<file path="src/design/rng_pkg.sv">
/*
 * Package of the random value generator: register map, field positions,
 * reset values, mode codes and timing constants.
 * Assumes a single clock domain running at the 25 MHz rate.
 */
package rng_pkg;

    // ----------------------------------------
    // Register offsets
    // ----------------------------------------
    localparam logic [3:0] RNG_CTRL_OFS = 4'h0;
    localparam logic [3:0] RNG_STAT_OFS = 4'h4;
    localparam logic [3:0] RNG_VALUE_OFS = 4'h8;
    localparam logic [3:0] RNG_IRQ_STAT_OFS = 4'hC;

    // ----------------------------------------
    // Control fields: start, stop, mode, interrupt enable
    // ----------------------------------------
    localparam int RNG_CTRL_START_BIT = 0;
    localparam int RNG_CTRL_STOP_BIT = 1;
    localparam int RNG_CTRL_MODE_BIT = 2;
    localparam int RNG_CTRL_IRQEN_BIT = 3;

    // Status fields
    localparam int RNG_STAT_AVAIL_BIT = 0;
    localparam int RNG_STAT_RUN_BIT = 1;
    localparam int RNG_STAT_MODE_BIT = 2;
    localparam int RNG_STAT_IRQEN_BIT = 3;

    // Interrupt status field, write one to clear
    localparam int RNG_IRQ_STAT_BIT = 0;

    // Mode and interrupt codes
    localparam logic one_value_mode_code = 1'b0;
    localparam logic free_running_mode_code = 1'b1;
    localparam logic irq_off_code = 1'b0;
    localparam logic irq_on_code = 1'b1;

    // ----------------------------------------
    // Widths, reset values, timing
    // ----------------------------------------
    localparam int RNG_VALUE_W = 16;
    localparam int RNG_ADDR_W = 4;
    localparam int RNG_DATA_W = 32;
    localparam logic [15:0] RNG_LFSR_SEED = 16'hACE1;
    localparam logic [15:0] RNG_LFSR_TAPS = 16'hB400;
    localparam logic [15:0] RNG_VALUE_RST = 16'h0000;
    localparam int RNG_CLK_HZ = 25_000_000;
    localparam int RNG_PERIOD_US = 256;
    localparam int RNG_PERIOD_CYC = (RNG_CLK_HZ / 1_000_000) * RNG_PERIOD_US;
    localparam int RNG_CNT_W = 16;

    // Generator states
    typedef enum logic [2:0] {
        RNG_IDLE = 3'b001,
        RNG_RUN = 3'b010,
        RNG_DONE = 3'b100
    } rng_state_t;

endpackage : rng_pkg

</file>
<file path="src/design/rng_lfsr.sv">
/*
 * Galois shift register that stirs continuously while enabled.
 * Assumes the reset seed is non-zero.
 */
`timescale 1ns/1ns
module rng_lfsr #(
    parameter int WIDTH = 16,
    parameter logic [WIDTH-1:0] TAPS = '1,
    parameter logic [WIDTH-1:0] SEED = '1
) (
    // Clock and reset
    input wire logic clock,
    input wire logic rst_n,
    // Stir control and state
    input wire logic run,
    output logic [WIDTH-1:0] state
);
    logic [WIDTH-1:0] lfsr_reg;
    logic [WIDTH-1:0] lfsr_next;

    // Next state: shift with feedback on the taps
    always_comb begin
        lfsr_next = lfsr_reg;
        if (run) begin
            lfsr_next = {1'b0, lfsr_reg[WIDTH-1:1]} ^ (lfsr_reg[0] ? TAPS : '0);
        end
    end

    // Register
    always_ff @(posedge clock or negedge rst_n) begin
        if (!rst_n) begin
            lfsr_reg <= SEED;
        end else begin
            lfsr_reg <= lfsr_next;
        end
    end

    assign state = lfsr_reg;
endmodule : rng_lfsr

</file>
<file path="src/design/rng_top.sv">
/*
 * Random value generator with register port and interrupt logic.
 * Software starts it with mode and interrupt enable, stops it, polls
 * availability and reads the 16-bit value.
 * Assumes a synchronous single-cycle register master on the clock.
 */
`timescale 1ns/1ns
module rng_top
    import rng_pkg::*;
#(
    parameter int PERIOD_CYC = rng_pkg::RNG_PERIOD_CYC
) (
    // Clock and reset
    input wire logic clock,
    input wire logic rst_n,
    // Register port
    input wire logic [rng_pkg::RNG_ADDR_W-1:0] reg_addr,
    input wire logic [rng_pkg::RNG_DATA_W-1:0] reg_wdata,
    input wire logic reg_write,
    input wire logic reg_read,
    output logic [rng_pkg::RNG_DATA_W-1:0] reg_rdata,
    // Interrupt towards the system controller
    output logic sysctrl_irq
);
    import rng_pkg::*;

    // ----------------------------------------
    // Declarations
    // ----------------------------------------
    rng_state_t state_reg;
    rng_state_t state_next;
    logic mode_reg;
    logic mode_next;
    logic irqen_reg;
    logic irqen_next;
    logic [RNG_CNT_W-1:0] cnt_reg;
    logic [RNG_CNT_W-1:0] cnt_next;
    logic [RNG_VALUE_W-1:0] value_reg;
    logic [RNG_VALUE_W-1:0] value_next;
    logic avail_reg;
    logic avail_next;
    logic irq_stat_reg;
    logic irq_stat_next;
    logic irq_mask_reg;
    logic irq_mask_next;
    logic [RNG_DATA_W-1:0] rdata_reg;
    logic [RNG_DATA_W-1:0] rdata_next;
    logic [RNG_VALUE_W-1:0] lfsr_state;
    logic start_cmd;
    logic stop_cmd;
    logic value_rd;
    logic produce;
    logic running;

    // ----------------------------------------
    // Decode
    // ----------------------------------------

    // Command strobes from control writes
    assign start_cmd = reg_write && (reg_addr == RNG_CTRL_OFS) && reg_wdata[RNG_CTRL_START_BIT];
    assign stop_cmd = reg_write && (reg_addr == RNG_CTRL_OFS) && reg_wdata[RNG_CTRL_STOP_BIT];
    assign value_rd = reg_read && (reg_addr == RNG_VALUE_OFS);
    assign running = (state_reg == RNG_RUN);
    // A value completes at the end of each period
    assign produce = running && (cnt_reg == RNG_CNT_W'(PERIOD_CYC - 1));

    // Entropy source, stirred every cycle
    rng_lfsr #(
        .WIDTH(RNG_VALUE_W),
        .TAPS(RNG_LFSR_TAPS),
        .SEED(RNG_LFSR_SEED)
    ) u_lfsr (
        .clock(clock),
        .rst_n(rst_n),
        .run(1'b1),
        .state(lfsr_state)
    );

    // ----------------------------------------
    // Generator sequencing
    // ----------------------------------------

    // State, mode and period counter
    always_comb begin
        state_next = state_reg;
        mode_next = mode_reg;
        irqen_next = irqen_reg;
        cnt_next = cnt_reg;
        case (state_reg)
            RNG_IDLE, RNG_DONE: begin
                cnt_next = '0;
            end
            RNG_RUN: begin
                if (produce) begin
                    cnt_next = '0;
                    if (mode_reg == one_value_mode_code) begin
                        state_next = RNG_DONE;
                    end
                end else begin
                    cnt_next = cnt_reg + 1'b1;
                end
            end
            default: begin
                state_next = RNG_IDLE;
                cnt_next = '0;
            end
        endcase
        if (stop_cmd && !start_cmd) begin
            state_next = RNG_IDLE;
            cnt_next = '0;
        end
        if (start_cmd) begin
            state_next = RNG_RUN;
            cnt_next = '0;
            mode_next = reg_wdata[RNG_CTRL_MODE_BIT];
            irqen_next = reg_wdata[RNG_CTRL_IRQEN_BIT];
        end
    end

    always_ff @(posedge clock or negedge rst_n) begin
        if (!rst_n) begin
            state_reg <= RNG_IDLE;
            mode_reg <= one_value_mode_code;
            irqen_reg <= irq_off_code;
            cnt_reg <= '0;
        end else begin
            state_reg <= state_next;
            mode_reg <= mode_next;
            irqen_reg <= irqen_next;
            cnt_reg <= cnt_next;
        end
    end

    // ----------------------------------------
    // Value, availability and interrupt
    // ----------------------------------------

    // Capture value; set wins over the clear by read
    always_comb begin
        value_next = value_reg;
        avail_next = avail_reg;
        irq_stat_next = irq_stat_reg;
        irq_mask_next = irq_mask_reg;
        if (value_rd) begin
            avail_next = 1'b0;
            irq_stat_next = 1'b0;
        end
        if (reg_write && (reg_addr == RNG_IRQ_STAT_OFS) && reg_wdata[RNG_IRQ_STAT_BIT]) begin
            irq_stat_next = 1'b0;
        end
        if (start_cmd) begin
            irq_mask_next = reg_wdata[RNG_CTRL_IRQEN_BIT];
        end
        if (produce) begin
            value_next = lfsr_state;
            avail_next = 1'b1;
            irq_stat_next = 1'b1;
        end
    end

    always_ff @(posedge clock or negedge rst_n) begin
        if (!rst_n) begin
            value_reg <= RNG_VALUE_RST;
            avail_reg <= 1'b0;
            irq_stat_reg <= 1'b0;
            irq_mask_reg <= 1'b0;
        end else begin
            value_reg <= value_next;
            avail_reg <= avail_next;
            irq_stat_reg <= irq_stat_next;
            irq_mask_reg <= irq_mask_next;
        end
    end

    // Level interrupt to system controller
    assign sysctrl_irq = irq_stat_reg & irq_mask_reg & irqen_reg;

    // ----------------------------------------
    // Read data
    // ----------------------------------------

    // Read mux; data stand one cycle after the strobe
    always_comb begin
        rdata_next = '0;
        if (reg_read) begin
            case (reg_addr)
                RNG_STAT_OFS: begin
                    rdata_next[RNG_STAT_AVAIL_BIT] = avail_reg;
                    rdata_next[RNG_STAT_RUN_BIT] = running;
                    rdata_next[RNG_STAT_MODE_BIT] = mode_reg;
                    rdata_next[RNG_STAT_IRQEN_BIT] = irqen_reg;
                end
                RNG_VALUE_OFS: begin
                    rdata_next[RNG_VALUE_W-1:0] = value_reg;
                end
                RNG_IRQ_STAT_OFS: begin
                    rdata_next[RNG_IRQ_STAT_BIT] = irq_stat_reg;
                end
                RNG_CTRL_OFS: begin
                    rdata_next[RNG_CTRL_MODE_BIT] = mode_reg;
                    rdata_next[RNG_CTRL_IRQEN_BIT] = irqen_reg;
                end
                default: begin
                    rdata_next = '0;
                end
            endcase
        end
    end

    always_ff @(posedge clock or negedge rst_n) begin
        if (!rst_n) begin
            rdata_reg <= '0;
        end else begin
            rdata_reg <= rdata_next;
        end
    end

    assign reg_rdata = rdata_reg;
endmodule : rng_top

</file>
<file path="config.mk">
export PLATFORM = sky130hd
export DESIGN_NAME = rng_top
export DESIGN_NICKNAME = d
export VERILOG_FILES = /design/src/design/rng_pkg.sv /design/src/design/rng_lfsr.sv /design/src/design/rng_top.sv
export SDC_FILE = /design/constraint.sdc
export NUM_CORES = 1
export LEC_CHECK = 0
export BUFFER_PORTS_ARGS = -buffer_cell sky130_fd_sc_hd__buf_2
export CAP_MARGIN = 20
export CORE_ASPECT_RATIO = 1.25
export CORE_UTILIZATION = 40
export CTS_CLUSTER_DIAMETER = 50
export DETAILED_ROUTE_END_ITERATION = 12
export PLACE_DENSITY_LB_ADDON = 0.08
export RECOVER_POWER = 50
export REMOVE_ABC_BUFFERS = 1
export SKIP_CTS_REPAIR_TIMING = 1
export SLEW_MARGIN = 30
export SYNTH_ARGS = -nofsm -noshare
export SYNTH_HDL_FRONTEND = slang
export SYNTH_SLANG_ARGS = --single-unit
</file>
<file path="constraint.sdc">
create_clock -name clock -period 2.49 [get_ports clock]
set_input_delay 0.1245 -clock clock [delete_from_list [all_inputs] [get_ports clock]]
set_output_delay 0.1245 -clock clock [all_outputs]
set_load 0.03 [all_outputs]
</file>
# Word-level counts from Yosys, hierarchy flattened
# Cells that the tools add are included.
classes:
  addsub: 1
  mul: 0
  n_div: 0
  magnitude_cmp: 0
  eq_ne: 10
  shift: 0
  n_mux: 19
  bitwise: 3
  reduce_logical: 15
ops:
  columns: ["cell", "n"]
  rows:
  - ["$mux W16", 6]
  - ["$add A16 B1 Y16 const B", 1]
  - ["$eq A16 B13 Y1 const B", 1]
  - ["$xor A15 B16 Y16", 1]
  - ["$mux W12", 1]
  - ["$mux W3", 4]
  - ["$eq A4 B4 Y1 const B", 2]
  - ["$logic_and A1 B1 Y1", 8]
  - ["$ne A4 B3 Y1 const B", 2]
  - ["$pmux W3 S2", 1]
  - ["$eq A4 B3 Y1 const B", 1]
  - ["$logic_not A4 Y1", 1]
  - ["$mux W1", 4]
  - ["$pmux W2 S2", 1]
  - ["$reduce_or A2 Y1", 2]
  - ["$eq A3 B1 Y1 const B", 1]
  - ["$eq A3 B2 Y1 const B", 1]
  - ["$eq A3 B3 Y1 const B", 1]
  - ["$ne A3 B3 Y1 const B", 1]
  - ["$pmux W1 S3", 1]
  - ["$reduce_and A3 Y1", 1]
  - ["$reduce_bool A3 Y1", 1]
  - ["$and A1 B1 Y1", 2]
  - ["$pmux W1 S2", 1]
  - ["2 further kinds", 2]
word_totals:
  ff_bits: 87
  latch_bits: 0
  ram_bits: 0
  mem_bits_ro: 0
  in_bits: 40
  output_inout_bits: 33
  wordCells: 57
  mem_count: 0

# Logic depth before layout (Yosys ltp)
logic_depth:
  ltp_word: 7
  mapped_depth: 8
  depth_no_buf: 6

# By module
# From an unflattened synthesis, not the netlist that was laid out.
hier_totals:
  hier_cells: 253
  area_unflattened_um2: 3158.0
modules_own_cells:
  columns: ["mod", "instances", "cells_each", "area_per_inst_um2", "seq_area_each_um2"]
  rows:
  - ["rng_top", 1, 213, 2502.4, 1377.6]
  - ["rng_lfsr", 1, 40, 655.6, 410.4]

# Worst setup path after synthesis
# No wires, ideal clock.
synth_timing:
  kind: "flip-flop to flip-flop"
  from: "reg cnt_reg[0]"
  to: "reg value_reg[10]"
  arrival_time_ns: 1.688
  setup_slack_ns: 0.677
  stages_incl_launch_ff: 8
  synth_period_minus_slack_ns: 1.813
  path_cell_list: "dfrtp_1 ha_1 and3_1 and3_1 buf_4 nand4_4 buf_6 mux2_4"
synth_between:
  elab_chain_len: 2
synth_lines:
  columns: ["item", "line", "text"]
  rows:
  - ["from (decl)", "rng_top.sv:36", "logic [RNG_CNT_W-1:0] cnt_reg;"]
  - ["from (signal assigned)", "rng_top.sv:130", "cnt_reg <= cnt_next;"]
  - ["$eq A16 B13 Y1", "rng_top.sv:65", "assign produce = running && (cnt_reg == RNG_CNT_W'(PERIOD_CYC - 1));"]
  - ["$logic_and A1 B1 Y1", "rng_top.sv:65", null]
  - ["to (signal assigned)", "rng_top.sv:168", "value_reg <= value_next;"]
  - ["to (decl)", "rng_top.sv:38", "logic [RNG_VALUE_W-1:0] value_reg;"]
# No other way between the ends.
# A chain may end at the register's enable or synchronous reset.

# Final worst setup path
layout_timing:
  from: "reg cnt_reg[0]"
  to: "reg value_reg[14]"
# The elaborated chain is that of the path after synthesis.

==> flow_summary.json <==
{
  "status": "finished with violations",
  "violations": "max-capacitance violations, max-slew violations",
  "critPathKind": "flop to flop",
  "io_buffers": 28,
  "slew_headroom_pct": -6.786,
  "syn_to_final_growth_pct": 13.11,
  "core-area_mm2": 0.006977,
  "crit_arrival_ps": 2280,
  "drc": 0,
  "post_synth_instance_area_mm2": 0.002892,
  "r2r-start": "cnt_reg[0]",
  "cts_max_level": 3,
  "insertedDiodeCount": 0,
  "cp-end-kind": "flop",
  "ir_worst_vdd_mv": 0.3266,
  "report.final.slew_viol_count": 31,
  "place_ws_ps": 394.3,
  "synthMuxAreaShare_pct": 8.957,
  "rsz0062_at_grt": "false",
  "synth-simple-area-share_pct": 14.50,
  "synth.top_cells.by_area": "dfrtp_1, dfstp_2, mux2_4",
  "finalHoldViolCount": 0,
  "std_cell_rows": 34,
  "drive_above_1_share_pct": 22.30,
  "cts_buffer_depth": 2,
  "crit_fanout": 18,
  "netlist.top_cell.by_area": "dfrtp_1",
  "crit_required_ps": 2710,
  "final_util_pct": 46.88,
  "grt_pass1_wl_mm": 7.452,
  "routed_wl_mm": 4.518,
  "pwr-share-seq_pct": 52.6,
  "cts_tree": "built",
  "power_density_mw_per_mm2": 692.7,
  "yosysSeqAreaShare_pct": 61.83,
  "synth_edf_count": 0,
  "p_clk_share_pct": 41.2,
  "ios": 73,
  "combPwrFrac_pct": 6.2,
  "placed_cells": 342,
  "start_util_pct": 41.45,
  "finalNonFillerCells": 359,
  "grt_usage_pct": 13.13,
  "fin_ws_ps": 428.4,
  "synth_cell_types": 33,
  "clkSinkCount": 71,
  "reg2reg_depth": 5,
  "holdPathStages": 2,
  "antenna_left": 0,
  "die-height_um": 97.06,
  "layout_common_cells": "dfrtp_1, nor2_1, clkbuf_1",
  "nets": 305,
  "root_buffer": "clkbuf_8",
  "synth_fa_ha_area_share_pct": 0.4327,
  "first_global_vias": 1584,
  "fmax_ghz": 0.4851,
  "dieArea_mm2": 0.007575,
  "hold_class": "primary input to flop",
  "grt_max_degree": 31,
  "fin_area_mm2": 0.003271,
  "maxCapViolations": 1,
  "syn_avg_cell_area_um2": 12.79,
  "die_w_um": 78.05,
  "via_per_inst": 4.504,
  "synth_cells": 226,
  "final_common_cell": "dfrtp_1",
  "rr_endpoint": "value_reg[14]",
  "antenna_found_initial": 0,
  "p_leak_nw": 1.572,
  "placed_area_mm2": 0.003075,
  "wl_per_cell_um": 12.58,
  "dp_hpwl_mm": 3.094,
  "grt_overflow": 0,
  "synth_top_area_share_pct": 53.66,
  "synth_xor_area_share_pct": 5.452,
  "tightestPinTransition_ps": 1602,
  "period_share_pct": 82.80,
  "clk-insertion-delay-late_ps": 330,
  "cts_buffers": 9,
  "cts.clk_slew.worst_paths_ps": 80,
  "start_kind": "flop",
  "tns_ps": 0,
  "final.setup_skew_ps": 8.819,
  "ys.flop_type": "dfrtp_1",
  "yosys_warnings": 0,
  "setup_viol": 0,
  "synth_top_family_by_area": "simple AND/OR/NAND/NOR gates",
  "rrSetupSlack_ps": 430,
  "ys_seq_elements": 71,
  "synth_compound_area_share_pct": 3.072,
  "vias": 1617,
  "min_period_ps": 2062,
  "p_sw_share_pct": 23.20,
  "p_switching_mw": 0.5256,
  "async_flop_share_pct": 100.0,
  "gp_congestion": 0.7572,
  "hold_end": "irq_mask_reg",
  "intPower_mw": 1.740,
  "drt_iter0_markers": 54,
  "hold_path.startpoint": "reg_wdata[3]",
  "fill_cells": 701,
  "dr.pass1.iters": 4
}
-- cell usage after synthesis, types with 2 or more instances --
cell     number
a21oi_1       3
o21a_1        2
nand3_1      10
xnor2_1      10
nand2_1       5
nand4_1       2
mux2_2       11
a22oi_1       2
xor2_1        8
nor2_1       27
and2_1       14
and3_1        5
mux2_4        9
dfrtp_1      62
nor2b_1       4
buf_4        17
inv_1         4
nor3_1        4
o21ai_0       5
dfstp_2       9
-- worst max path at each step --
stage                        to  slack, ps       start  cells past startpoint
2_1_floorplan     value_reg[10]        700  cnt_reg[0]                      5
3_3_place_gp       value_reg[8]        430  cnt_reg[0]                      5
3_5_place_dp      value_reg[10]        390  cnt_reg[0]                      5
4_1_cts           value_reg[14]        390  cnt_reg[0]                      5
5_1_grt        u_lfsr.state[15]        240       rst_n                      3
6_report          value_reg[14]        430  cnt_reg[0]                      5
-- worst max-delay path: stages (launching register included) --
cell and delay, ps:
dfrtp_1 410, ha_1 250, and3_1 160, and3_1 300
nand4_4 390, mux2_4 420
-- layer usage --
layer / wire length (um) / part of all wire (%) / vias to the layer above / track usage [%]
met2: 2196 / 49 / 23 / 20.92
met5: 0 / 0 / - / 0
met3: 148 / 3.3 / 8 / 4.789
met4: 77 / 1.7 / 0 / 5.556
met1: 2095 / 46 / 792 / 15.93
li1: - / - / 794 / -
-- cell families after synthesis --
| family | count (synthesis) |
|---|---|
| simple gates | 77 |
| flops | 71 |
| buf+inv | 24 |
| mux | 20 |
| xor+xnor | 18 |
| compound gates | 14 |
| fa+ha+maj | 1 |
| other cells | 1 |
-- stage by stage --
stage	power (mW)	hold slack, ps
after global routing	2.371	5.321
final	2.266	23.82
after detailed placement	1.358	206.0
after CTS	2.303	-162.4
after global placement	1.355	203.8
after floorplan	1.304	-171.1
-- power groups by stage --
stage / registers (mW) / logic (mW) / clock network, mW
after floorplan: 1.21 / 0.0935 / 0
after global placement: 1.21 / 0.142 / 0
after detailed placement: 1.21 / 0.144 / 0
after CTS: 1.19 / 0.143 / 0.967
after global routing: 1.20 / 0.157 / 1.02
final: 1.19 / 0.141 / 0.934
-- layout make-up --
type	instances	area, um2	area share (%)
timing repair buffer	32	150.1	4.591
inverter	4	15.01	0.4591
sequential	71	1788	54.67
tap	90	112.6	3.443
multi-input combinational	146	997.2	30.49
clock buffer	11	151.4	4.629
clock inverter	5	56.30	1.721
Power figures use the tool's default switching activity.
